--- src/shared/gpd_pkg.sv ---
// Purpose: Shared constants and types for the general-purpose pin block
// Assumes: clk_sys registers everything but the clk_125_src mux onto pin one; pin levels pass a two-stage synchroniser into clk_sys
// Notes: Function select codes are not visible to software through any bus
package gpd_pkg;
	localparam int GPD_NUM_GPO = 2;
	localparam int GPD_NUM_BIDIR = 7;
	localparam int GPD_NUM_PINS = GPD_NUM_GPO + GPD_NUM_BIDIR;
	// First bidirectional pin shared with upper transmit data, and how many share
	localparam int GPD_SHARED_LO = 3;
	localparam int GPD_SHARED_NUM = 4;
	// Bit position of bidirectional pin one in the synchroniser vectors
	localparam int GPD_SYNC_BIDIR_BASE = GPD_NUM_GPO;
	// Index of the two general outputs in the synchroniser vectors
	localparam int GPD_SYNC_GPO_FIRST = 0;
	localparam int GPD_SYNC_GPO_SECOND = 1;

	typedef enum logic [1:0] {
		GPD_FN_DEFAULT,
		GPD_FN_INPUT,
		GPD_FN_LOW,
		GPD_FN_HIGH
	} gpd_func_t;

	typedef enum logic [1:0] {
		GPD_PAR_GMII,
		GPD_PAR_MII,
		GPD_PAR_RGMII
	} gpd_par_t;

	typedef struct packed {
		logic strap_done;
		logic strap_clk;
		logic clk_sel;
		logic [GPD_NUM_PINS-1:0] sync_a;
		logic [GPD_NUM_PINS-1:0] sync_b;
		logic [GPD_NUM_GPO-1:0] gpo_o;
		logic [GPD_NUM_GPO-1:0] gpo_oe_n;
		logic [GPD_NUM_BIDIR-1:0] bd_o;
		logic [GPD_NUM_BIDIR-1:0] bd_oe_n;
		logic [GPD_SHARED_NUM-1:0] txd_hi;
	} gpd_state_t;

	localparam gpd_state_t GPD_ST_RESET = '{
		strap_done: 1'b0,
		strap_clk: 1'b0,
		clk_sel: 1'b0,
		sync_a: '0,
		sync_b: '0,
		gpo_o: '0,
		gpo_oe_n: '1,
		bd_o: '0,
		bd_oe_n: '1,
		txd_hi: '0
	};
endpackage

--- src/logic/gpd_pins.sv ---
// Purpose: Default functions, reset strap and software override of the general pins
// Assumes: Software control arrives as plain level inputs; clk_125_src is a free clock
// Notes: Output enables are active low; pins stay undriven until the second enabled clock edge after reset
`timescale 1ns/1ps
`default_nettype none
module gpd_pins (
	input wire logic clk_sys,
	input wire logic rst,
	input wire logic clk_en,
	input wire logic link_up,
	input wire logic carrier_sense,
	input wire logic clk_125_src,
	input wire gpd_pkg::gpd_par_t par_mode,
	input wire gpd_pkg::gpd_func_t first_out_func,
	input wire gpd_pkg::gpd_func_t second_out_func,
	input wire gpd_pkg::gpd_func_t bidir_one_func,
	input wire gpd_pkg::gpd_func_t bidir_two_func,
	input wire gpd_pkg::gpd_func_t bidir_three_func,
	input wire gpd_pkg::gpd_func_t bidir_four_func,
	input wire gpd_pkg::gpd_func_t bidir_five_func,
	input wire gpd_pkg::gpd_func_t bidir_six_func,
	input wire gpd_pkg::gpd_func_t bidir_seven_func,
	input wire logic first_general_output_i,
	output logic first_general_output_o,
	output logic first_general_output_oe_n,
	input wire logic second_general_output_i,
	output logic second_general_output_o,
	output logic second_general_output_oe_n,
	input wire logic bidir_pin_one_i,
	output logic bidir_pin_one_o,
	output logic bidir_pin_one_oe_n,
	input wire logic bidir_pin_two_i,
	output logic bidir_pin_two_o,
	output logic bidir_pin_two_oe_n,
	input wire logic bidir_pin_three_i,
	output logic bidir_pin_three_o,
	output logic bidir_pin_three_oe_n,
	input wire logic bidir_pin_four_shared_i,
	output logic bidir_pin_four_shared_o,
	output logic bidir_pin_four_shared_oe_n,
	input wire logic bidir_pin_five_shared_i,
	output logic bidir_pin_five_shared_o,
	output logic bidir_pin_five_shared_oe_n,
	input wire logic bidir_pin_six_shared_i,
	output logic bidir_pin_six_shared_o,
	output logic bidir_pin_six_shared_oe_n,
	input wire logic bidir_pin_seven_shared_i,
	output logic bidir_pin_seven_shared_o,
	output logic bidir_pin_seven_shared_oe_n,
	output logic [gpd_pkg::GPD_NUM_GPO-1:0] gpo_in_level,
	output logic [gpd_pkg::GPD_NUM_BIDIR-1:0] bidir_in_level,
	output logic [gpd_pkg::GPD_SHARED_NUM-1:0] txd_upper,
	output logic strap_clk_out
);
	import gpd_pkg::*;

	gpd_state_t st;
	gpd_state_t next_st;
	gpd_func_t bfn [GPD_NUM_BIDIR];
	logic [GPD_NUM_PINS-1:0] pin_in;
	logic gmii;

	// Returns {level, oe_n} for a pin given its selected function
	function automatic logic [1:0] pin_drive(input gpd_func_t fn, input logic dflt_o,
			input logic dflt_oe_n);
		logic [1:0] r;
		r = 2'h1;
		case (fn)
			GPD_FN_DEFAULT: r = {dflt_o, dflt_oe_n};
			GPD_FN_INPUT: r = 2'h1;
			GPD_FN_LOW: r = 2'h0;
			GPD_FN_HIGH: r = 2'h2;
			default: r = 2'h1;
		endcase
		return r;
	endfunction

	// Unpacked so each entry keeps its enum type; entry 0 is pin one
	assign bfn = '{bidir_one_func, bidir_two_func, bidir_three_func,
		bidir_four_func, bidir_five_func, bidir_six_func,
		bidir_seven_func};
	assign pin_in = {bidir_pin_seven_shared_i, bidir_pin_six_shared_i, bidir_pin_five_shared_i,
		bidir_pin_four_shared_i, bidir_pin_three_i, bidir_pin_two_i, bidir_pin_one_i,
		second_general_output_i, first_general_output_i};
	assign gmii = (par_mode == GPD_PAR_GMII);

	always_comb begin
		logic [1:0] dv;
		dv = 2'h1;
		next_st = st;
		// First stage feeds only the second stage
		next_st.sync_a = pin_in;
		next_st.sync_b = st.sync_a;
		if (!st.strap_done) begin
			// Outputs still undriven here, so the board level is what gets caught
			next_st.strap_done = 1'b1;
			next_st.strap_clk = first_general_output_i;
		end else begin
			dv = pin_drive(first_out_func, link_up, 1'b0);
			next_st.gpo_o[GPD_SYNC_GPO_FIRST] = dv[1];
			next_st.gpo_oe_n[GPD_SYNC_GPO_FIRST] = dv[0];
			dv = pin_drive(second_out_func, carrier_sense, 1'b0);
			next_st.gpo_o[GPD_SYNC_GPO_SECOND] = dv[1];
			next_st.gpo_oe_n[GPD_SYNC_GPO_SECOND] = dv[0];
			// Strap decides whether pin one defaults to clock out or stays undriven
			dv = pin_drive(bfn[0], 1'b0, !st.strap_clk);
			next_st.clk_sel = st.strap_clk && (bfn[0] == GPD_FN_DEFAULT);
			next_st.bd_o[0] = dv[1];
			next_st.bd_oe_n[0] = dv[0];
			for (int i = 1; i < GPD_NUM_BIDIR; i++) begin
				dv = pin_drive(bfn[i], 1'b0, 1'b1);
				// In GMII the shared pins carry transmit data into the device
				if (i >= GPD_SHARED_LO && gmii) begin
					dv = 2'h1;
				end
				next_st.bd_o[i] = dv[1];
				next_st.bd_oe_n[i] = dv[0];
			end
		end
		for (int j = 0; j < GPD_SHARED_NUM; j++) begin
			next_st.txd_hi[j] = gmii ? st.sync_b[GPD_SYNC_BIDIR_BASE + GPD_SHARED_LO + j]
				: 1'b0;
		end
	end

	// Enable low holds every flop, so pins keep their last drive while frozen, except pin one, which still passes clk_125_src while clk_sel is set
	always_ff @(posedge clk_sys or posedge rst) begin
		if (rst) begin
			st <= GPD_ST_RESET;
		end else if (clk_en) begin
			st <= next_st;
		end
	end

	assign first_general_output_o = st.gpo_o[GPD_SYNC_GPO_FIRST];
	assign first_general_output_oe_n = st.gpo_oe_n[GPD_SYNC_GPO_FIRST];
	assign second_general_output_o = st.gpo_o[GPD_SYNC_GPO_SECOND];
	assign second_general_output_oe_n = st.gpo_oe_n[GPD_SYNC_GPO_SECOND];
	// Clock cannot be regenerated from a 50 MHz flop, so it is muxed straight through
	assign bidir_pin_one_o = st.clk_sel ? clk_125_src : st.bd_o[0];
	assign bidir_pin_one_oe_n = st.bd_oe_n[0];
	assign bidir_pin_two_o = st.bd_o[1];
	assign bidir_pin_two_oe_n = st.bd_oe_n[1];
	assign bidir_pin_three_o = st.bd_o[2];
	assign bidir_pin_three_oe_n = st.bd_oe_n[2];
	assign bidir_pin_four_shared_o = st.bd_o[3];
	assign bidir_pin_four_shared_oe_n = st.bd_oe_n[3];
	assign bidir_pin_five_shared_o = st.bd_o[4];
	assign bidir_pin_five_shared_oe_n = st.bd_oe_n[4];
	assign bidir_pin_six_shared_o = st.bd_o[5];
	assign bidir_pin_six_shared_oe_n = st.bd_oe_n[5];
	assign bidir_pin_seven_shared_o = st.bd_o[6];
	assign bidir_pin_seven_shared_oe_n = st.bd_oe_n[6];
	assign gpo_in_level = st.sync_b[GPD_NUM_GPO-1:0];
	assign bidir_in_level = st.sync_b[GPD_NUM_PINS-1:GPD_SYNC_BIDIR_BASE];
	assign txd_upper = st.txd_hi;
	assign strap_clk_out = st.strap_clk;

	link_default_a: assert property (@(posedge clk_sys) disable iff (rst)
		clk_en && st.strap_done && first_out_func == GPD_FN_DEFAULT |=>
		first_general_output_o == $past(link_up) && !first_general_output_oe_n)
		else $error("first general output does not follow link status");

	crs_default_a: assert property (@(posedge clk_sys) disable iff (rst)
		clk_en && st.strap_done && second_out_func == GPD_FN_DEFAULT |=>
		second_general_output_o == $past(carrier_sense) && !second_general_output_oe_n)
		else $error("second general output does not follow carrier sense");

	strap_low_hiz_a: assert property (@(posedge clk_sys) disable iff (rst)
		clk_en && st.strap_done && !st.strap_clk && bidir_one_func == GPD_FN_DEFAULT |=>
		bidir_pin_one_oe_n && !st.clk_sel)
		else $error("pin one driven although strap was low");

	strap_high_clk_a: assert property (@(posedge clk_sys) disable iff (rst)
		clk_en && st.strap_done && st.strap_clk && bidir_one_func == GPD_FN_DEFAULT |=>
		!bidir_pin_one_oe_n && bidir_pin_one_o == clk_125_src)
		else $error("pin one not driving clock although strap was high");

	// Both functions must stand on the same edge, since every enabled edge after the strap sample reloads the enables
	pin_two_hiz_a: assert property (@(posedge clk_sys) disable iff (rst)
		clk_en && bidir_two_func == GPD_FN_DEFAULT &&
		bidir_three_func == GPD_FN_DEFAULT |=> bidir_pin_two_oe_n && bidir_pin_three_oe_n)
		else $error("default pins two or three driven");

	gmii_shared_a: assert property (@(posedge clk_sys) disable iff (rst)
		clk_en && gmii ##1 clk_en && gmii |=> st.bd_oe_n[6:3] == 4'hf &&
		txd_upper == $past(bidir_in_level[6:3]))
		else $error("shared pins misbehave in GMII mode");

	sw_override_a: assert property (@(posedge clk_sys) disable iff (rst)
		clk_en && st.strap_done && second_out_func == GPD_FN_HIGH &&
		bidir_two_func == GPD_FN_LOW |=> second_general_output_o &&
		!second_general_output_oe_n && !bidir_pin_two_o && !bidir_pin_two_oe_n)
		else $error("software function not applied");

	strap_sample_a: assert property (@(posedge clk_sys) disable iff (rst)
		!st.strap_done |-> (first_general_output_oe_n && second_general_output_oe_n) and
		(clk_en |=> st.strap_done && st.strap_clk == $past(first_general_output_i)))
		else $error("strap not sampled while outputs undriven");

	reset_state_a: assert property (@(posedge clk_sys)
		rst |-> st == GPD_ST_RESET && bidir_pin_one_oe_n && !strap_clk_out)
		else $error("reset did not restore defaults");

	sync_two_a: assert property (@(posedge clk_sys) disable iff (rst)
		clk_en ##1 clk_en |=> bidir_in_level[0] == $past(bidir_pin_one_i, 2) &&
		gpo_in_level[1] == $past(second_general_output_i, 2))
		else $error("input level not delayed by two stages");
endmodule
`default_nettype wire

--- config.mk ---
export PLATFORM = sky130hd
export DESIGN_NAME = gpd_pins
export DESIGN_NICKNAME = d
export VERILOG_FILES = /design/src/shared/gpd_pkg.sv /design/src/logic/gpd_pins.sv
export SDC_FILE = /design/constraint.sdc
export NUM_CORES = 1
export LEC_CHECK = 0
export ABC_AREA = 1
export BUFFER_PORTS_ARGS = -buffer_cell sky130_fd_sc_hd__buf_2
export CORE_ASPECT_RATIO = 1.1
export CORE_UTILIZATION = 53
export DETAILED_ROUTE_END_ITERATION = 6
export GPL_TIMING_DRIVEN = 0
export PLACE_DENSITY = 0.95
export SYNTH_ARGS = -nofsm -noshare
export SYNTH_HDL_FRONTEND = slang
export SYNTH_SLANG_ARGS = --single-unit
--- constraint.sdc ---
create_clock -name clk_sys -period 3.28 [get_ports clk_sys]
set_clock_uncertainty 0.2 [all_clocks]
set_input_delay 0.656 -clock clk_sys [delete_from_list [all_inputs] [get_ports clk_sys]]
set_output_delay 0.656 -clock clk_sys [all_outputs]
set_load 0.1 [all_outputs]
# == Yosys cells after proc, flatten, opt, wreduce, memory -nomap -nowiden ==
# Index checks and enable logic that the tools add are counted.
# classes
eq_ne,27
n_reduce_logical,20
bitwise_logic,1
muxes,18
# ops
cell,count
2-bit == test (second input constant),18
2-bit one-hot mux with 3 select lines,6
2-bit one-hot mux with 4 select lines,3
2-bit zero test,10
2-bit by 1-bit == test with 1-bit output (second input constant),9
2-bit OR reduction,6
2-bit two-way mux,4
1-bit two-way mux,5
2-bit AND reduction,2
1-bit logical AND,1
1-bit zero test,1
1-bit NOT,1
# totals
ff_bits,43
out_inout_bits,32
elab_cells,76

# == Depth between registers and ports, before layout ==
# Gate-level depths: netlist of run 1.
# depth
depth_word,4
ltp_mapped,6
mapped_depth_nobuf,5

# == Worst setup path before layout of run 1 ==
# OpenSTA, ideal clock, no wires.
# synth_path
path_type,flip-flop to output port
startpoint,reg st[40] in the netlist's numbering
endpoint,out bidir_pin_one_o
path_stages_with_launch,2
slack_ns,-0.068
arrival_time_ns,2.492
n_path_buf,0
required_ns,2.424
path_cell_list,dfrtp_1 > o21ai_0
# synth_via
elab_chain_cells,1
# synth_lines
item,line_no,source
from (decl),gpd_pins.sv:57,gpd_state_t st;
from (signal assigned),gpd_pins.sv:131,st <= next_st;
1-bit two-way mux,gpd_pins.sv:140,assign bidir_pin_one_o = st.clk_sel ? clk_125_src : st.bd_o[0];
to (decl),gpd_pins.sv:30,"output logic bidir_pin_one_o,"
# No other way between the ends.

# == Worst setup path after layout of run 1 ==
# layout_path
startpoint,reg st (netlist bit bidir_pin_seven_shared_oe_n)
endpoint,out bidir_pin_seven_shared_oe_n
# layout_lines
item,line_no,source
to (decl),gpd_pins.sv:49,"output logic bidir_pin_seven_shared_oe_n,"
# No word-level cell between the ends.

==> impl_metrics.json, run 1 <==
{
  "synth_compound_area_share_pct": 6.31,
  "fin_crit_ns": 2.19,
  "clock-sinks": 43,
  "regArea_um2": 1090,
  "synth_xor_area_share_pct": 0,
  "yosys.area_share.adder_pct": 0,
  "synth_top_family_by_area": "simple AND/OR/NAND/NOR gates",
  "hp-class": "in -> async",
  "root_buffer": "clkbuf_4",
  "topRoutingLayerUsed": "met4",
  "critPathMaxStageDelay_ns": 0.56,
  "multiInputGateArea_um2": 561,
  "relSlewSlack_pct": 43.1,
  "wl_met2_um": 1790,
  "drtPass1Iterations": 4,
  "ys_seq_area_share_pct": 57.1,
  "cts.clk_slew.worst_paths_ns": 0.12,
  "path_class": "reg -> out",
  "met3_length_um": 189,
  "maxCapViolCount": 0,
  "cp_cell_sequence": "buf_2",
  "placed_area_um2": 2290,
  "total_power_mw": 1.39,
  "wl_per_cell_um": 10.6,
  "max_freq_mhz": 457,
  "synthCells": 215,
  "post_cts_buffers": 0,
  "drtIter0Drc": 75,
  "diodes": 0,
  "synth.area.mux_share_pct": 0,
  "crit_path_top_delay_cell": "dfstp_2",
  "cp-end-kind": "primary output",
  "yosysTopAreaCellShare_pct": 44.7,
  "synth_area_um2": 1900,
  "drive_gt1_share_pct": 38.5,
  "grt_overflow_total": 0,
  "die_area_um2": 3830,
  "fp.dieW_um": 59.1,
  "fin_nets": 322,
  "synth_area_leaders": "dfrtp_1 45%, nand2_1 16%, dfstp_2 12%",
  "drc": 0,
  "wl_um": 3570,
  "core.rowCount": 22,
  "place_congestion": 0.812,
  "setup-tns-final_ns": 0,
  "outcome": "finished, final reports clean",
  "synth_area_per_cell_um2": 8.85,
  "cts_resized": 0,
  "vias_per_cell": 4.62,
  "hold_viol": 0,
  "cts_hold_buf": 0,
  "core_area_um2": 3390,
  "yosysWarnings": 0,
  "start_util_pct": 56.2,
  "dp_slack_ns": 1.17,
  "clk_path_buf_depth": 2,
  "cp-start-kind": "register",
  "rsz0062_at_grt": "no",
  "ys_types": 19,
  "tightestPinTransition_ns": 0.853,
  "fin_area_um2": 2370,
  "cp_data_arrival_time_ns": 1.33,
  "slew_violations": 0,
  "io_pins": 67,
  "clk_latency_ns": 0.35,
  "dp_hpwl_um": 2670,
  "crit_buf_inv": 1,
  "synth-simple-area-share_pct": 23.1,
  "cts_tree": "done",
  "antenna_found_initial": 0,
  "via_count": 1552,
  "nFillCells": 271,
  "power.leakage_nw": 1.35,
  "path_max_fanout": 2,
  "grt_pass1_vias": 1421,
  "yosysTopAreaCell": "dfrtp_1",
  "numPortBuffers": 65,
  "syn-num-nets": 250,
  "ant_nets": 0,
  "ys_seq_elements": 43,
  "post-route-util_pct": 70.1,
  "die_height_um": 64.8,
  "setup_viol": 0,
  "synthToLayoutAreaGrowth_pct": 24.8,
  "setup_ws_ns": 1.09,
  "h-tree-depth": 2,
  "drt-met1-wl_um": 1500,
  "numCtsBuffers": 5,
  "ir_drop_mv": 0.286,
  "track_usage_pct": 21.2,
  "grt_pass1_wl_um": 6000,
  "period_share_pct": 66.7,
  "grt_max_degree": 44,
  "path_delay_family": "flip-flops",
  "power_density_nw_per_um2": 585,
  "crit_required_ns": 2.42
}
[final cells by class]
cell class                 count  share of cell area, %
inverter                      23                   3.95
clock inverter                 2                   1.48
multi-input combinational    129                   23.6
timing repair buffer          65                   13.7
buffer                        20                   6.80
sequential                    43                   45.8
clock buffer                   6                   2.16
tap                           48                   2.53
[Yosys cell counts]
master and n:
nor2_1 14, nand2_1 80, nor2_2 3, o21ai_0 16, nand2_8 1, buf_6 1, inv_8 1, buf_12 1
buf_4 16, inv_1 21, inv_2 1, nand3_1 5, nand3_4 1, a21oi_1 3, buf_2 2, dfrtp_1 34
o21ai_1 5, nand2_2 1, dfstp_2 9
[cell usage in the layout, fill, tap and decap left out]
cell type / Yosys / layout
inv_1: 21 / 20
clkbuf_4: 0 / 5
nand2_2: 1 / 1
inv_8: 1 / 1
clkinv_2: 0 / 1
inv_2: 1 / 2
nand2_1: 80 / 80
nor2_2: 3 / 3
bufinv_16: 0 / 1
buf_12: 1 / 1
nand2_8: 1 / 1
clkbuf_8: 0 / 1
buf_2: 2 / 67
nor2_1: 14 / 14
a21oi_1: 3 / 3
buf_6: 1 / 1
nand3_4: 1 / 1
o21ai_0: 16 / 15
nand3_1: 5 / 5
dfrtp_1: 34 / 34
dfstp_2: 9 / 9
o21ai_1: 5 / 6
buf_4: 16 / 16
[logic make-up (layout without fill, tap and decap cells)]
| family | count (synthesis) | in the layout |
|---|---|---|
| buf+inv | 43 | 116 |
| simple gates | 105 | 105 |
| flops | 43 | 43 |
| compound gates | 24 | 24 |
[metal layers]
metal | vias to the layer above | GRT usage [%]
li1 | 782 | -
met1 | 715 | 25.7
met2 | 47 | 34.9
met3 | 8 | 5.59
met4 | 0 | 9.82
met5 | - | 0
[through the flow]
stage          std cells  hold WS [ns]
2_1_floorplan        215         0.250
3_3_place_gp         328         0.253
3_5_place_dp         328         0.256
4_1_cts              336         0.276
5_1_grt              336         0.282
6_report             336         0.258
[state kept, by name, indices dropped and copies added, names as in the netlist, 2 cells and up]
signal and flops:
gpo_in_level 2, txd_upper 4, bidir_in_level 7, next_st 9
st 3
[where the power goes]
group | switching, mW | internal [mW]
combinational | 0.352 | 0.0883
clock | 0.164 | 0.180
sequential | 0.0225 | 0.583
total | 0.538 | 0.851
[final timing paths]
kind	start	endpoint	cells past startpoint	slack, ns
setup reg to reg	st[42]	st[40]	5	2.10
hold reg to reg	bidir_pin_five_shared_oe_n	bidir_pin_five_shared_oe_n	2	0.27
setup / recovery	bidir_pin_seven_shared_oe_n	bidir_pin_seven_shared_oe_n	1	1.09
hold / removal	rst	txd_upper[3]	2	0.26
min in group clk_sys	bidir_pin_five_shared_oe_n	bidir_pin_five_shared_oe_n	2	0.27
max in group asynchronous	rst	bidir_in_level[1]	2	2.08
Note: power is estimated with default switching activity, not from simulation.
==> run 2: changes to the inputs <==
Settings changed: ABC_AREA 1 to 0, CORE_UTILIZATION 53 to 44, PLACE_DENSITY 0.95 to 0.86.
Clock period 3.28 ns to 1.8 ns, I/O delays scaled along.
==> run 2 against run 1 <==
Area after synthesis decreased by 0.92%. Combinational power increased by 120%. Clock-buffer cell count decreased by 1. Non-clock buffer count increased by 3. Largest power group unchanged. Critical path type unchanged. Worst hold slack got worse by 0.23 ns.
==> impl_metrics.json, run 2 <==
{
  "root_buffer": "clkbuf_8",
  "start_util_pct": 46.9,
  "core_area_um2": 4020,
  "post-route-util_pct": 60.3,
  "synth_area_per_cell_um2": 12.4,
  "ys_top_cells_by_count": "34 x dfrtp_1, 18 x mux2_2, 14 x buf_4",
  "ant_nets": 0,
  "ys_seq_area_share_pct": 57.7,
  "path_max_fanout": 3,
  "numCtsBuffers": 5,
  "crit_required_ns": 1.24,
  "die_area_um2": 4550,
  "io_pins": 67,
  "yosysTopAreaCell": "dfrtp_1",
  "period_share_pct": 97.2,
  "async_flop_share_pct": 100,
  "ys_seq_elements": 43,
  "crit_buf_inv": 2,
  "critPathMaxStageDelay_ns": 0.41,
  "drive_gt1_share_pct": 57.1,
  "crit_path_top_delay_cell": "buf_2",
  "rsz0062_at_grt": "no",
  "antenna_found_initial": 0,
  "diodes": 0,
  "mostFrequentLayoutCell": "buf_2",
  "clock-sinks": 43,
  "cp-end-kind": "primary output",
  "total_power_mw": 2.82,
  "drtIter0Drc": 79,
  "relSlewSlack_pct": 41.5,
  "wl_per_cell_um": 13.8,
  "cp_data_arrival_time_ns": 1.19,
  "grt_use_met1_pct": 23.2,
  "grt.busiest_layer": "met2",
  "regArea_um2": 1090,
  "synthCells": 152,
  "synthToLayoutAreaGrowth_pct": 28.6,
  "cts.clk_slew.worst_paths_ns": 0.08,
  "holdWs_ns": 0.0229,
  "cts_hold_buf": 0,
  "grt_pass1_vias": 1409,
  "cp-start-kind": "register",
  "vias_per_cell": 4.97,
  "setup_viol": 0,
  "dp_slack_ns": 0.265,
  "outcome": "finished, final reports clean",
  "grt_max_degree": 44,
  "fp.dieW_um": 64.4,
  "synth_top_flop_cell": "dfrtp_1",
  "layout_common_cells": "58 x buf_2, 34 x dfrtp_1, 24 x buf_4",
  "path_class": "reg -> out",
  "via_count": 1381,
  "cp_cell_sequence": "buf_4 -> buf_2",
  "synth_edf_count": 0,
  "grtUsageMet2_pct": 30.4,
  "multiInputGateArea_um2": 581,
  "largest_reg_flops": 9,
  "slew_violations": 0,
  "synth_area_leaders": "dfrtp_1 45%, dfstp_2 13%, mux2_2 11%",
  "max_freq_mhz": 572,
  "fin_crit_ns": 1.75,
  "setup_ws_ns": 0.0511,
  "placed_cells": 270,
  "grt_use_met3_pct": 4.52,
  "finalNonFillerCells": 278,
  "tightestPinTransition_ns": 0.877,
  "place_congestion": 0.706,
  "core.rowCount": 24,
  "drtPass1Iterations": 4,
  "yosysTopAreaCellShare_pct": 45.1,
  "wl_um": 3840,
  "nFillCells": 345,
  "synth_area_um2": 1890,
  "grt_overflow_total": 0,
  "maxCapViolCount": 0,
  "h-tree-depth": 2,
  "path_delay_family": "buffers and inverters",
  "yosysWarnings": 0,
  "drc": 0,
  "track_usage_pct": 18.3,
  "grt_pass1_wl_um": 6320,
  "ir_drop_mv": 0.527,
  "ys_types": 27,
  "hp-class": "in -> reg",
  "hold_viol": 0,
  "cts_tree": "done",
  "rrSetupSlack_ns": 0.48,
  "fin_nets": 260,
  "clk_latency_ns": 0.29,
  "synth.most_common_cell": "dfrtp_1",
  "dp_hpwl_um": 2770,
  "die_height_um": 70.7,
  "syn-num-nets": 187,
  "clk_path_buf_depth": 2,
  "numPortBuffers": 66,
  "power.leakage_nw": 1.19,
  "power_density_nw_per_um2": 1160
}
-- run 2: what timing repair did --
| action | 4_1_cts | 5_1_grt |
|---|---|---|
| buffers inserted | 0 | 0 |
| setup endpoints to repair | 10 | 1 |
| gates resized for setup | 10 | 1 |
-- run 2: metrics by stage --
stage | TNS [ns] | area, um2
finish | 0 | 2420
global route | 0 | 2420
CTS | 0 | 2420
detailed placement | 0 | 2280
global placement | -10.33 | 2280
floorplan | 0 | 1890
-- run 2: logic make-up after synthesis --
family | Yosys count | share of synthesized area [%]
and+or+nand+nor | 25 | 8.16
muxes | 21 | 12.4
buffers and inverters | 34 | 11.7
DFF | 43 | 57.7
AOI/OAI and AO/OA | 29 | 10.0
-- run 2: final timing paths --
kind / startpoint / end / cells after the start
min in group asynchronous: rst / next_st[25] / 2
worst max register to register: st[42] / bidir_pin_seven_shared_o / 3
worst max-delay path: bidir_in_level[4] / bidir_in_level[4] / 2
max in group asynchronous: rst / bidir_pin_six_shared_o / 2
worst min register to register: bidir_pin_two_oe_n / bidir_pin_two_oe_n / 2
worst min-delay path: bidir_six_func[1] / bidir_pin_six_shared_oe_n / 2
-- run 2: where the power goes --
group	internal, mW	total (mW)	switching, mW
Combinational	0.230	0.951	0.721
Clock	0.413	0.738	0.325
Sequential	1.08	1.13	0.0556
-- run 2: layout make-up --
type / count / area share (%)
flip-flops and latches: 43 / 44.8
multi-input cells: 75 / 23.9
repair buffers: 66 / 14.8
plain buffers: 22 / 7.28
clock buffers: 5 / 2.84
well taps: 52 / 2.68
inverters: 12 / 1.86
clock inverters: 3 / 1.81
-- run 2: per-layer routing --
metal	up-vias	routed length [um]
met5	-	0
met4	0	59
met3	4	224
met2	50	1970
met1	663	1580
li1	664	-
